[src/hw/dis_pkg.sv]
package dis_pkg;

    // ------------------------------------------------------------
    // Register indices (byte address is four times the index)
    // ------------------------------------------------------------
    localparam logic [7:0] IDX_EVT_STATUS = 8'h70;
    localparam logic [7:0] IDX_TS_STATUS = 8'h71;
    localparam logic [7:0] IDX_EVT_ENABLE = 8'h74;
    localparam logic [7:0] IDX_TS_ENABLE = 8'h75;
    localparam logic [7:0] IDX_TIMER_HIGH = 8'h78;
    localparam logic [7:0] IDX_TIMER_LOW = 8'h79;
    localparam logic [7:0] IDX_TIMER_CTRL = 8'h7a;
    localparam logic [7:0] IDX_BUF_LIMIT = 8'h7b;
    localparam int ADDR_W = 12;

    // ------------------------------------------------------------
    // Field positions
    // ------------------------------------------------------------
    localparam int BIT_DEC_EVENT = 7;
    localparam int BIT_DEC_TIMEOUT = 6;
    localparam int BIT_DRV_OVERRUN = 5;
    localparam int BIT_CORR_DONE = 4;
    localparam int BIT_RECORDABLE = 3;
    localparam int BIT_SHORT_SYNC = 0;
    localparam int BIT_TIMER = 1;
    localparam int BIT_SUBC_SYNC = 0;
    localparam int BIT_TIMER_START = 0;
    localparam int BIT_TIMER_RUN = 1;
    localparam logic [7:0] EVT_MASK = 8'hf9;
    localparam logic [7:0] TS_MASK = 8'h03;

    // ------------------------------------------------------------
    // Reset values and sizes
    // ------------------------------------------------------------
    localparam logic [7:0] RST_BYTE = 8'h00;
    localparam int BUF_ADDR_W = 20;
    localparam logic [19:0] RST_BUF_LIMIT = 20'h00000;

    // ------------------------------------------------------------
    // Timing
    // ------------------------------------------------------------
    localparam int SECTOR_BYTES = 2352;
    localparam int SUBC_STALE_WORD_FRAME_CLOCK = 95;
    localparam real CLK_PERIOD_NS = 10.0;
    localparam real DEC_TIMEOUT_MS = 40.6;
    localparam int DEC_TIMEOUT_CYC = int'($floor(DEC_TIMEOUT_MS * 1.0e6
        / CLK_PERIOD_NS));

    // ------------------------------------------------------------
    // Types
    // ------------------------------------------------------------
    typedef enum logic [2:0] {
        DIS_MODE_IDLE,
        DIS_MODE_MONITOR_ONLY,
        DIS_MODE_WRITE_ONLY,
        DIS_MODE_REALTIME_CORR,
        DIS_MODE_REPEAT_CORR,
        DIS_MODE_ASYNC_CORR,
        DIS_MODE_CDDA,
        DIS_MODE_SUBCODE_BUF
    } dis_mode_t;

    typedef struct packed {
        logic sync_mark;
        logic header_byte;
        logic data_byte;
        logic buf_write;
        logic corr_pass_done;
        logic corr_done;
        logic subc_sector_done;
        logic recordable_evt;
        logic subc_sync;
        logic word_frame_clock_tick;
        logic timer_tick;
    } dis_evt_t;

endpackage

[src/hw/dis_decoder_interrupt_status.sv]
// Summary of operation
// - Header byte after sync in monitor/write/realtime modes sets decoder flag
// - With sync window open, sync spacing under 2352 bytes suppresses it
// - Each repeat-correction pass completion sets decoder flag
// - Audio mode sets decoder flag every 2352 bytes written to buffer
// - Subcode buffering sets decoder flag after one sector of subcode
// - No sync within 40.6 ms after entering search mode sets timeout flag
// - Buffering reaching buffer limit address in write/realtime/audio sets overrun
// - Completion of data-sector correction sets correction-done flag
// - Recordable-disc condition drives group 0 bit 3 high
// - Short sync flagged only in monitor, write, realtime, async correction modes
// - Timer flag set when programmed high/low interval runs out
// - Subcode sync while fetching enabled sets subcode-sync flag
// - Flag uncleared 95 word clocks blocks next set and subcode-Q update
// - Group 1 flags set and held regardless of enable bits
// - Writing one to group 0 clear bit clears its flag, self-clearing
// - Writing one to group 1 clear bit 1 or 0 clears its flag
// - Interrupt output active when any enabled flag is set
module dis_decoder_interrupt_status #(
    parameter int TIMEOUT_CYC = dis_pkg::DEC_TIMEOUT_CYC
) (
    // Clock and reset
    input wire logic pclk,
    input wire logic presetn,
    // APB slave
    input wire logic psel,
    input wire logic penable,
    input wire logic pwrite,
    input wire logic [11:0] paddr,
    input wire logic [31:0] pwdata,
    output logic [31:0] prdata,
    output logic pready,
    output logic pslverr,
    // Decoder side
    input wire dis_pkg::dis_mode_t dec_mode,
    input wire dis_pkg::dis_evt_t evt,
    input wire logic sync_window_open,
    input wire logic subc_fetch_en,
    input wire logic [19:0] buf_wr_addr,
    // Results
    output logic subcode_q_update,
    output logic irq
);

    // ------------------------------------------------------------
    // Register access decode
    // ------------------------------------------------------------
    logic wr_acc;
    logic [7:0] idx;
    logic idx_ok;
    logic [7:0] wbyte;

    assign wr_acc = psel & penable & pwrite;
    assign idx = paddr[9:2];
    assign wbyte = pwdata[7:0];
    assign pready = 1'b1;
    always_comb begin
        unique case (idx)
            dis_pkg::IDX_EVT_STATUS, dis_pkg::IDX_TS_STATUS,
            dis_pkg::IDX_EVT_ENABLE, dis_pkg::IDX_TS_ENABLE,
            dis_pkg::IDX_TIMER_HIGH, dis_pkg::IDX_TIMER_LOW,
            dis_pkg::IDX_TIMER_CTRL, dis_pkg::IDX_BUF_LIMIT: idx_ok = 1'b1;
            default: idx_ok = 1'b0;
        endcase
        if (paddr[11:10] != 2'b00 || paddr[1:0] != 2'b00) begin
            idx_ok = 1'b0;
        end
    end

    logic wr_evt_clr;
    logic wr_ts_clr;
    assign wr_evt_clr = wr_acc && idx_ok && idx == dis_pkg::IDX_EVT_STATUS;
    assign wr_ts_clr = wr_acc && idx_ok && idx == dis_pkg::IDX_TS_STATUS;

    // ------------------------------------------------------------
    // Software registers
    // ------------------------------------------------------------
    logic [7:0] evt_en_ff;
    logic [7:0] ts_en_ff;
    logic [7:0] timer_hi_ff;
    logic [7:0] timer_lo_ff;
    logic [19:0] buf_limit_ff;

    always_ff @(posedge pclk or negedge presetn) begin
        if (!presetn) begin
            evt_en_ff <= dis_pkg::RST_BYTE;
            ts_en_ff <= dis_pkg::RST_BYTE;
            timer_hi_ff <= dis_pkg::RST_BYTE;
            timer_lo_ff <= dis_pkg::RST_BYTE;
            buf_limit_ff <= dis_pkg::RST_BUF_LIMIT;
        end else if (wr_acc && idx_ok) begin
            unique case (idx)
                dis_pkg::IDX_EVT_ENABLE: evt_en_ff <= wbyte & dis_pkg::EVT_MASK;
                dis_pkg::IDX_TS_ENABLE: ts_en_ff <= wbyte & dis_pkg::TS_MASK;
                dis_pkg::IDX_TIMER_HIGH: timer_hi_ff <= wbyte;
                dis_pkg::IDX_TIMER_LOW: timer_lo_ff <= wbyte;
                dis_pkg::IDX_BUF_LIMIT: buf_limit_ff <= pwdata[19:0];
                default: ;
            endcase
        end
    end

    // ------------------------------------------------------------
    // Mode classes
    // ------------------------------------------------------------
    logic search_mode;
    logic overrun_mode;
    logic short_mode;
    dis_pkg::dis_mode_t mode_ff;

    assign search_mode = dec_mode == dis_pkg::DIS_MODE_MONITOR_ONLY ||
                         dec_mode == dis_pkg::DIS_MODE_WRITE_ONLY ||
                         dec_mode == dis_pkg::DIS_MODE_REALTIME_CORR;
    assign overrun_mode = dec_mode == dis_pkg::DIS_MODE_WRITE_ONLY ||
                          dec_mode == dis_pkg::DIS_MODE_REALTIME_CORR ||
                          dec_mode == dis_pkg::DIS_MODE_CDDA;
    assign short_mode = search_mode ||
                        dec_mode == dis_pkg::DIS_MODE_ASYNC_CORR;

    always_ff @(posedge pclk or negedge presetn) begin
        if (!presetn) begin
            mode_ff <= dis_pkg::DIS_MODE_IDLE;
        end else begin
            mode_ff <= dec_mode;
        end
    end

    // ------------------------------------------------------------
    // Sync spacing
    // ------------------------------------------------------------
    logic [11:0] sync_gap_ff;
    logic sync_seen_ff;
    logic gap_short;
    logic hdr_pending_ff;

    assign gap_short = sync_seen_ff &&
        sync_gap_ff < 12'(dis_pkg::SECTOR_BYTES);

    always_ff @(posedge pclk or negedge presetn) begin
        if (!presetn) begin
            sync_gap_ff <= 12'h000;
            sync_seen_ff <= 1'b0;
        end else if (mode_ff != dec_mode) begin
            sync_gap_ff <= 12'h000;
            sync_seen_ff <= 1'b0;
        end else if (evt.sync_mark) begin
            sync_gap_ff <= 12'h000;
            sync_seen_ff <= 1'b1;
        end else if (evt.data_byte &&
                     sync_gap_ff < 12'(dis_pkg::SECTOR_BYTES)) begin
            sync_gap_ff <= sync_gap_ff + 12'h001;
        end
    end

    always_ff @(posedge pclk or negedge presetn) begin
        if (!presetn) begin
            hdr_pending_ff <= 1'b0;
        end else if (evt.sync_mark) begin
            hdr_pending_ff <= search_mode && !(sync_window_open && gap_short);
        end else if (evt.header_byte || !search_mode) begin
            hdr_pending_ff <= 1'b0;
        end
    end

    // ------------------------------------------------------------
    // Audio byte count and timeout search
    // ------------------------------------------------------------
    logic [11:0] cdda_cnt_ff;
    logic cdda_sector;
    logic [31:0] tout_cnt_ff;
    logic tout_arm_ff;
    logic tout_hit;

    assign cdda_sector = dec_mode == dis_pkg::DIS_MODE_CDDA &&
        evt.buf_write && cdda_cnt_ff == 12'(dis_pkg::SECTOR_BYTES - 1);

    always_ff @(posedge pclk or negedge presetn) begin
        if (!presetn) begin
            cdda_cnt_ff <= 12'h000;
        end else if (dec_mode != dis_pkg::DIS_MODE_CDDA) begin
            cdda_cnt_ff <= 12'h000;
        end else if (cdda_sector) begin
            cdda_cnt_ff <= 12'h000;
        end else if (evt.buf_write) begin
            cdda_cnt_ff <= cdda_cnt_ff + 12'h001;
        end
    end

    assign tout_hit = tout_arm_ff && !evt.sync_mark &&
        tout_cnt_ff == 32'(TIMEOUT_CYC - 1);

    always_ff @(posedge pclk or negedge presetn) begin
        if (!presetn) begin
            tout_cnt_ff <= 32'h0000_0000;
            tout_arm_ff <= 1'b0;
        end else if (search_mode && mode_ff != dec_mode) begin
            tout_cnt_ff <= 32'h0000_0000;
            tout_arm_ff <= 1'b1;
        end else if (!search_mode || evt.sync_mark || tout_hit) begin
            tout_arm_ff <= 1'b0;
        end else if (tout_arm_ff) begin
            tout_cnt_ff <= tout_cnt_ff + 32'h0000_0001;
        end
    end

    // ------------------------------------------------------------
    // Interval timer, counted in timer ticks
    // ------------------------------------------------------------
    logic [15:0] timer_cnt_ff;
    logic timer_run_ff;
    logic timer_start;
    logic timer_hit;

    assign timer_start = wr_acc && idx_ok &&
        idx == dis_pkg::IDX_TIMER_CTRL && wbyte[dis_pkg::BIT_TIMER_START];
    assign timer_hit = timer_run_ff && evt.timer_tick &&
        timer_cnt_ff == 16'h0001;

    always_ff @(posedge pclk or negedge presetn) begin
        if (!presetn) begin
            timer_cnt_ff <= 16'h0000;
            timer_run_ff <= 1'b0;
        end else if (timer_start) begin
            timer_cnt_ff <= {timer_hi_ff, timer_lo_ff};
            timer_run_ff <= {timer_hi_ff, timer_lo_ff} != 16'h0000;
        end else if (timer_hit) begin
            timer_cnt_ff <= 16'h0000;
            timer_run_ff <= 1'b0;
        end else if (timer_run_ff && evt.timer_tick) begin
            timer_cnt_ff <= timer_cnt_ff - 16'h0001;
        end
    end

    // ------------------------------------------------------------
    // Subcode sync staleness
    // ------------------------------------------------------------
    logic [6:0] stale_cnt_ff;
    logic subc_stale_ff;
    logic subc_take;
    logic [7:0] ts_sts_ff;

    assign subc_take = subc_fetch_en && evt.subc_sync && !subc_stale_ff;
    assign subcode_q_update = subc_take;

    always_ff @(posedge pclk or negedge presetn) begin
        if (!presetn) begin
            stale_cnt_ff <= 7'h00;
            subc_stale_ff <= 1'b0;
        end else if (!ts_sts_ff[dis_pkg::BIT_SUBC_SYNC] || subc_take) begin
            stale_cnt_ff <= 7'h00;
            subc_stale_ff <= 1'b0;
        end else if (evt.word_frame_clock_tick && !subc_stale_ff) begin
            stale_cnt_ff <= stale_cnt_ff + 7'h01;
            if (stale_cnt_ff == 7'(dis_pkg::SUBC_STALE_WORD_FRAME_CLOCK - 1)) begin
                subc_stale_ff <= 1'b1;
            end
        end
    end

    // ------------------------------------------------------------
    // Status flags
    // ------------------------------------------------------------
    logic [7:0] evt_sts_ff;
    logic [7:0] evt_set;
    logic [7:0] ts_set;
    logic [7:0] evt_clr;
    logic [7:0] ts_clr;

    always_comb begin
        evt_set = 8'h00;
        evt_set[dis_pkg::BIT_DEC_EVENT] = (hdr_pending_ff && evt.header_byte)
            || (dec_mode == dis_pkg::DIS_MODE_REPEAT_CORR &&
                evt.corr_pass_done)
            || cdda_sector
            || (dec_mode == dis_pkg::DIS_MODE_SUBCODE_BUF &&
                evt.subc_sector_done);
        evt_set[dis_pkg::BIT_DEC_TIMEOUT] = tout_hit;
        evt_set[dis_pkg::BIT_DRV_OVERRUN] = overrun_mode && evt.buf_write &&
            buf_wr_addr == buf_limit_ff;
        evt_set[dis_pkg::BIT_CORR_DONE] = evt.corr_done;
        evt_set[dis_pkg::BIT_RECORDABLE] = evt.recordable_evt;
        evt_set[dis_pkg::BIT_SHORT_SYNC] = short_mode && evt.sync_mark &&
            gap_short;
        ts_set = 8'h00;
        ts_set[dis_pkg::BIT_TIMER] = timer_hit;
        ts_set[dis_pkg::BIT_SUBC_SYNC] = subc_take;
    end

    assign evt_clr = wr_evt_clr ? (wbyte & dis_pkg::EVT_MASK) : 8'h00;
    assign ts_clr = wr_ts_clr ? (wbyte & dis_pkg::TS_MASK) : 8'h00;

    // Set beats clear so no event is lost in the clearing cycle
    // Independent of enables
    always_ff @(posedge pclk or negedge presetn) begin
        if (!presetn) begin
            evt_sts_ff <= dis_pkg::RST_BYTE;
            ts_sts_ff <= dis_pkg::RST_BYTE;
        end else begin
            evt_sts_ff <= (evt_sts_ff & ~evt_clr) | evt_set;
            ts_sts_ff <= (ts_sts_ff & ~ts_clr) | ts_set;
        end
    end

    always_ff @(posedge pclk or negedge presetn) begin
        if (!presetn) begin
            irq <= 1'b0;
        end else begin
            irq <= |(evt_sts_ff & evt_en_ff) || |(ts_sts_ff & ts_en_ff);
        end
    end

    // ------------------------------------------------------------
    // Read data, captured in the setup cycle
    // ------------------------------------------------------------
    logic [7:0] rbyte;
    logic [31:0] prdata_ff;
    logic pslverr_ff;

    always_comb begin
        unique case (idx)
            dis_pkg::IDX_EVT_STATUS: rbyte = evt_sts_ff;
            dis_pkg::IDX_TS_STATUS: rbyte = ts_sts_ff;
            dis_pkg::IDX_EVT_ENABLE: rbyte = evt_en_ff;
            dis_pkg::IDX_TS_ENABLE: rbyte = ts_en_ff;
            dis_pkg::IDX_TIMER_HIGH: rbyte = timer_hi_ff;
            dis_pkg::IDX_TIMER_LOW: rbyte = timer_lo_ff;
            dis_pkg::IDX_TIMER_CTRL: rbyte = {6'h00, timer_run_ff, 1'b0};
            default: rbyte = 8'h00;
        endcase
    end

    always_ff @(posedge pclk or negedge presetn) begin
        if (!presetn) begin
            prdata_ff <= 32'h0000_0000;
            pslverr_ff <= 1'b0;
        end else if (psel && !penable) begin
            pslverr_ff <= !idx_ok;
            if (!idx_ok || pwrite) begin
                prdata_ff <= 32'h0000_0000;
            end else if (idx == dis_pkg::IDX_BUF_LIMIT) begin
                prdata_ff <= {12'h000, buf_limit_ff};
            end else begin
                prdata_ff <= {24'h000000, rbyte};
            end
        end
    end

    assign prdata = prdata_ff;
    assign pslverr = pslverr_ff;

endmodule

[config.mk]
export PLATFORM = sky130hd
export DESIGN_NAME = dis_decoder_interrupt_status
export DESIGN_NICKNAME = d
export VERILOG_FILES = /design/src/hw/dis_pkg.sv /design/src/hw/dis_decoder_interrupt_status.sv
export SDC_FILE = /design/constraint.sdc
export NUM_CORES = 1
export LEC_CHECK = 0
export BUFFER_PORTS_ARGS = -buffer_cell sky130_fd_sc_hd__buf_2
export CAP_MARGIN = 30
export CELL_PAD_IN_SITES_DETAIL_PLACEMENT = 0
export CELL_PAD_IN_SITES_GLOBAL_PLACEMENT = 2
export CORE_MARGIN = 5
export CORE_UTILIZATION = 37
export DETAILED_ROUTE_END_ITERATION = 7
export PLACE_DENSITY = 0.9
export SLEW_MARGIN = 20
export SYNTH_ARGS = -nofsm -noshare
export SYNTH_HDL_FRONTEND = slang
export SYNTH_SLANG_ARGS = --single-unit
[constraint.sdc]
create_clock -name pclk -period 2.5 [get_ports pclk]
set_clock_uncertainty 0.05 [all_clocks]
set_input_delay 0.75 -clock pclk [delete_from_list [all_inputs] [get_ports pclk]]
set_output_delay 0.75 -clock pclk [all_outputs]
set_load 0.02 [all_outputs]
# After elaboration in Yosys (flattened, before gate mapping)
# Cells that the tools add are included.
# classes
addsub	5
multipliers	0
div	0
order_cmp	1
eq_ne	23
n_shift	0
mux	32
n_bitwise	10
reduce_logical	72
# ops
op	count
$mux 32	3
$mux 12	6
$eq 8x7->1 const B	8
$pmux 8 s7	1
$mux 16	3
$mux 20	2
$add 32x1->32 const B	1
$eq 32x22->1 const B	1
$logic_and 1x1->1	27
$add 12x1->12 const B	2
$and 8x8->8	3
$reduce_or 8->1	3
$eq 20x20->1	1
$reduce_bool 2->1	9
$eq 16x1->1 const B	1
$reduce_bool 16->1	1
$sub 16x1->16 const B	1
$logic_or 1x1->1	15
$mux 7	2
$reduce_and 2->1	7
$mux 1	13
$eq 12x12->1 const B	1
$eq 3x3->1 const B	4
$lt 12x12->1 const B	1
other kinds (17)	27
# totals
regBits	181
latchBits	0
ram_bits	0
rom_bits	0
output_inout_bits	36
elab_cells	164
n_memories	0

# Logic depth before layout (Yosys ltp)
# depth
word_depth	10
mapped_depth	8
mapped_depth_nobuf	7

# Worst setup path before layout
# No wires, ideal clock.
# synth_timing
path_kind	input -> register
from	in paddr[11]
to	reg buf_limit_ff[0]
setup_ps	125
arrival_time_ps	2350
t_required_ps	2325
path_slack_ps	-25
stages	7
cell_sequence	or4_4 > nor4_4 > and2_1 > buf_4 > nand2_2 > buf_6 > mux2_4
# synth_via
elab_chain_cells	5
# synth_rtl
item	line_no	text
start, declared	dis_decoder_interrupt_status.sv:29	input wire logic [11:0] paddr,
$reduce_bool 2->1	dis_decoder_interrupt_status.sv:65	if (paddr[11:10] != 2'b00 || paddr[1:0] != 2'b00) begin
$logic_or 1x1->1	dis_decoder_interrupt_status.sv:65	
$mux 1	dis_decoder_interrupt_status.sv:65	
$logic_and 1x1->1	dis_decoder_interrupt_status.sv:91	end else if (wr_acc && idx_ok) begin
$reduce_and 2->1 (no line)	n/a	
end signal, assigned	dis_decoder_interrupt_status.sv:90	buf_limit_ff <= dis_pkg::RST_BUF_LIMIT;
end signal, assigned	dis_decoder_interrupt_status.sv:97	dis_pkg::IDX_BUF_LIMIT: buf_limit_ff <= pwdata[19:0];
end, declared	dis_decoder_interrupt_status.sv:82	logic [19:0] buf_limit_ff;
# Every way passes these cells.
# A chain may end at the register's enable or synchronous reset.

# Final worst setup path
# layout_timing
from	reg cdda_cnt_ff[7]
to	reg cdda_cnt_ff[3]
# layout_via
elab_chain_cells	4
# layout_rtl
item	line_no	text
start, declared	dis_decoder_interrupt_status.sv:168	logic [11:0] cdda_cnt_ff;
start signal, assigned	dis_decoder_interrupt_status.sv:185	cdda_cnt_ff <= cdda_cnt_ff + 12'h001;
$eq 12x12->1 *	dis_decoder_interrupt_status.sv:175	evt.buf_write && cdda_cnt_ff == 12'(dis_pkg::SECTOR_BYTES - 1);
$logic_and 1x1->1 *	dis_decoder_interrupt_status.sv:175	
$mux 12	dis_decoder_interrupt_status.sv:182	end else if (cdda_sector) begin
$mux 12	dis_decoder_interrupt_status.sv:180	end else if (dec_mode != dis_pkg::DIS_MODE_CDDA) begin
# Every way passes the cells marked *; elsewhere a longest branch is shown, timed or not.

==> flow_summary.json <==
{
  "dp.cells": 1259,
  "postRouteAntennaNets": 0,
  "p_int_mw": 4.13,
  "fin_area_sq_um": 10400,
  "rsz0062_at_grt": "false",
  "cp_slowest_cell": "or4b_2",
  "synthAdderAreaFrac_pct": 1.02,
  "synth_area_leaders": "dfrtp_1 47%, mux2_2 4.3%, xnor2_1 4.0%, mux2_4 3.5%, nand2_1 3.0%",
  "grt_pass1_wl_microns": 35500,
  "dr.pass1.iters": 4,
  "path_clk_slew_ns": 0.08,
  "fin_nets": 1057,
  "drive_above_1_share_pct": 27.3,
  "cts_hold_buf": 0,
  "port_buffers": 95,
  "max-slew-margin-rel_pct": 62.7,
  "fmax_mhz": 445,
  "path_cells": "or4b_2, o31ai_2, buf_4, nor2b_1, o21ai_0, o31ai_1",
  "fillers": 2168,
  "dieWidth_microns": 163,
  "via_per_inst": 5.33,
  "numCtsBuffers": 17,
  "grt_max_degree": 56,
  "p_clk_share_pct": 45.8,
  "synth.most_common_cell": "dfrtp_1",
  "gp_congestion": 0.818,
  "synthTopCellsByCount": "161 x dfrtp_1, 69 x nand2_1, 58 x nor2_1",
  "gr-total-overflow": 0,
  "clk_latency_ns": 0.44,
  "fin_crit_sh_pct": 89.9,
  "ys_async_sr_fraction_pct": 100,
  "outcome": "complete, no violations",
  "synth_edf_count": 0,
  "syn_to_final_growth_pct": 20.1,
  "post_dp_cell_area_sq_um": 9770,
  "core_area_sq_um": 22800,
  "slowest_delay_ns": 0.73,
  "crit_fanout": 8,
  "finalNonFillerCells": 1291,
  "synth_area_leader_cell": "dfrtp_1",
  "report.final.setup_viol": 0,
  "tightest_slew_ns": 0.556,
  "critPathKind": "register to register",
  "synth_flop_cell": "dfrtp_1",
  "synth_top_family_by_area": "simple AND/OR/NAND/NOR gates",
  "start_util_pct": 37.9,
  "synth.distinct_cells": 82,
  "placementRows": 55,
  "synth_seq_cells": 161,
  "syn_area_per_cell_sq_um": 10.4,
  "drc_errors": 0,
  "seqPwrFrac_pct": 47.3,
  "drv_slew": 0,
  "grt_antenna_before_repair": 0,
  "regArea_sq_um": 4030,
  "yosysWarnings": 0,
  "switchingPower_mw": 1.52,
  "power_density_nw_per_um2": 545,
  "synth_compound_area_share_pct": 14.3,
  "grt_pass1_vias": 6865,
  "yosys.area_share.simple_pct": 20.3,
  "clock_sinks": 161,
  "synth_xor_area_share_pct": 5.18,
  "finalCriticalPeriod_ns": 2.25,
  "drt_iter0_drc": 599,
  "grt_use_total_pct": 16.4,
  "drt_wl_total_microns": 21400,
  "synth_cells": 831,
  "vias": 6879,
  "diodes": 0,
  "switching_share_pct": 26.8,
  "multiInputGateArea_sq_um": 4320,
  "dieArea_sq_um": 26500,
  "wl_per_cell_microns": 16.6,
  "io_pins": 121,
  "max-cap-violations": 0,
  "cts_htree_levels": 4,
  "hold_viol_final": 0,
  "synth_mux_area_share_pct": 8.49,
  "cts_tree": "yes",
  "p_comb_share_pct": 7.0,
  "clockBufferDepth": 2,
  "startpoint_type": "register",
  "die_y_microns": 163,
  "critPathArrivalTime_ns": 2.51,
  "syn_area_sq_um": 8630,
  "p_leak_nw": 4.69,
  "root_buffer": "clkbuf_16",
  "dp_hpwl_microns": 15700,
  "required_ns": 2.76,
  "end_kind": "register",
  "ys_seq_area_share_pct": 46.7,
  "vdd_ir_drop_max_mv": 0.356,
  "cts_resized": 0,
  "hp-class": "primary input to asynchronous set/reset pin",
  "synth_top_area_share_pct": 46.7,
  "post_cts_buffers": 0
}
==> power by group through the flow <==
stage	clock [mW]	sequential (mW)	combinational, mW
2_1_floorplan	0	2.71	0.200
5_1_grt	2.77	2.67	0.439
3_3_place_gp	0	2.72	0.394
4_1_cts	2.64	2.67	0.401
6_report	2.58	2.67	0.393
3_5_place_dp	0	2.72	0.398
==> final timing paths <==
path | depth (start not counted) | slack [ns] | end | startpoint
max | 6 | 0.25 | cdda_cnt_ff[3]$_DFFE_PN0P_ | cdda_cnt_ff[7]$_DFFE_PN0P_
max reg2reg | 6 | 0.25 | cdda_cnt_ff[3]$_DFFE_PN0P_ | cdda_cnt_ff[7]$_DFFE_PN0P_
max in group asynchronous | 2 | 1.58 | tout_cnt_ff[21]$_DFFE_PN0P_ | presetn
min | 1 | 0.17 | prdata[12]$_DFFE_PN0P_ | presetn
min in group pclk | 2 | 0.43 | pslverr$_DFFE_PN0P_ | pslverr$_DFFE_PN0P_
min reg2reg | 2 | 0.43 | pslverr$_DFFE_PN0P_ | pslverr$_DFFE_PN0P_
==> per-layer routing <==
metal  share of wire, %  wire length (microns)  global-route usage, %
met3                3.9                    839                   2.89
met4               0.97                    209                   4.42
met5                  0                      0                      0
met2                 45                   9660                   25.5
met1                 50                  10700                   23.6
==> cell type report <==
| cell class | count | area share [%] |
|---|---|---|
| Multi-Input combinational cell | 617 | 41.7 |
| Clock inverter | 15 | 1.59 |
| Sequential cell | 161 | 38.9 |
| Clock buffer | 17 | 4.11 |
| Timing Repair Buffer | 151 | 9.31 |
| Tap cell | 313 | 3.78 |
| Inverter | 17 | 0.616 |
==> registers in the layout, indices dropped and copies added, names as in the netlist <==
register,count
tout_arm_ff,1
sync_seen_ff,1
subc_stale_ff,1
cdda_cnt_ff,12
buf_limit_ff,20
sync_gap_ff,12
timer_run_ff,1
ts_en_ff,2
evt_sts_ff,6
hdr_pending_ff,1
mode_ff,3
tout_cnt_ff,32
pslverr,1
prdata,20
timer_hi_ff,8
irq,1
ts_sts_ff,2
timer_cnt_ff,16
stale_cnt_ff,7
evt_en_ff,6
timer_lo_ff,8
==> layout by cell type (no fill, tap or decap), types with 16 or more instances in the layout <==
cell type / n
clkbuf_16: 17
or3_1: 16
nand4_1: 29
nor3_1: 18
inv_1: 16
nor2_1: 58
a22o_1: 16
xnor2_1: 39
dfrtp_1: 161
buf_4: 51
nand2_1: 69
buf_2: 94
mux2_4: 20
mux2_2: 33
nand3_1: 31
a21oi_1: 23
o21ai_0: 42
a22oi_1: 16
==> worst max-delay path, delay by kind of cell (launching register included) <==
kind	cells	cell delay (ns)
DFF	1	0.42
buffers and inverters	1	0.23
and+or+nand+nor	2	0.78
AOI/OAI and AO/OA	3	0.65
==> through the flow <==
stage | total power, mW | setup TNS [ns] | utilization [%] | hold slack [ns] | worst slack, ns
after global placement | 3.11 | -2.81 | 42.9 | 0.416 | -0.131
after detailed placement | 3.12 | -4.04 | 42.9 | 0.419 | -0.149
after global routing | 5.88 | 0 | 45.5 | 0.184 | 0.105
after floorplan | 2.91 | 0 | - | 0.404 | 0.0215
after CTS | 5.71 | 0 | 45.5 | 0.166 | 0.0963
final | 5.64 | 0 | 45.5 | 0.166 | 0.253
==> logic make-up after synthesis <==
| kind of cell | after synthesis |
|---|---|
| AO/OA/AOI/OAI | 176 |
| XOR/XNOR | 51 |
| adder cells (fa/ha/maj) | 7 |
| buffers and inverters | 64 |
| flip-flops | 161 |
| multiplexers | 59 |
| other | 2 |
| AND/OR/NAND/NOR | 311 |
Note: power is estimated with default switching activity, not from simulation.
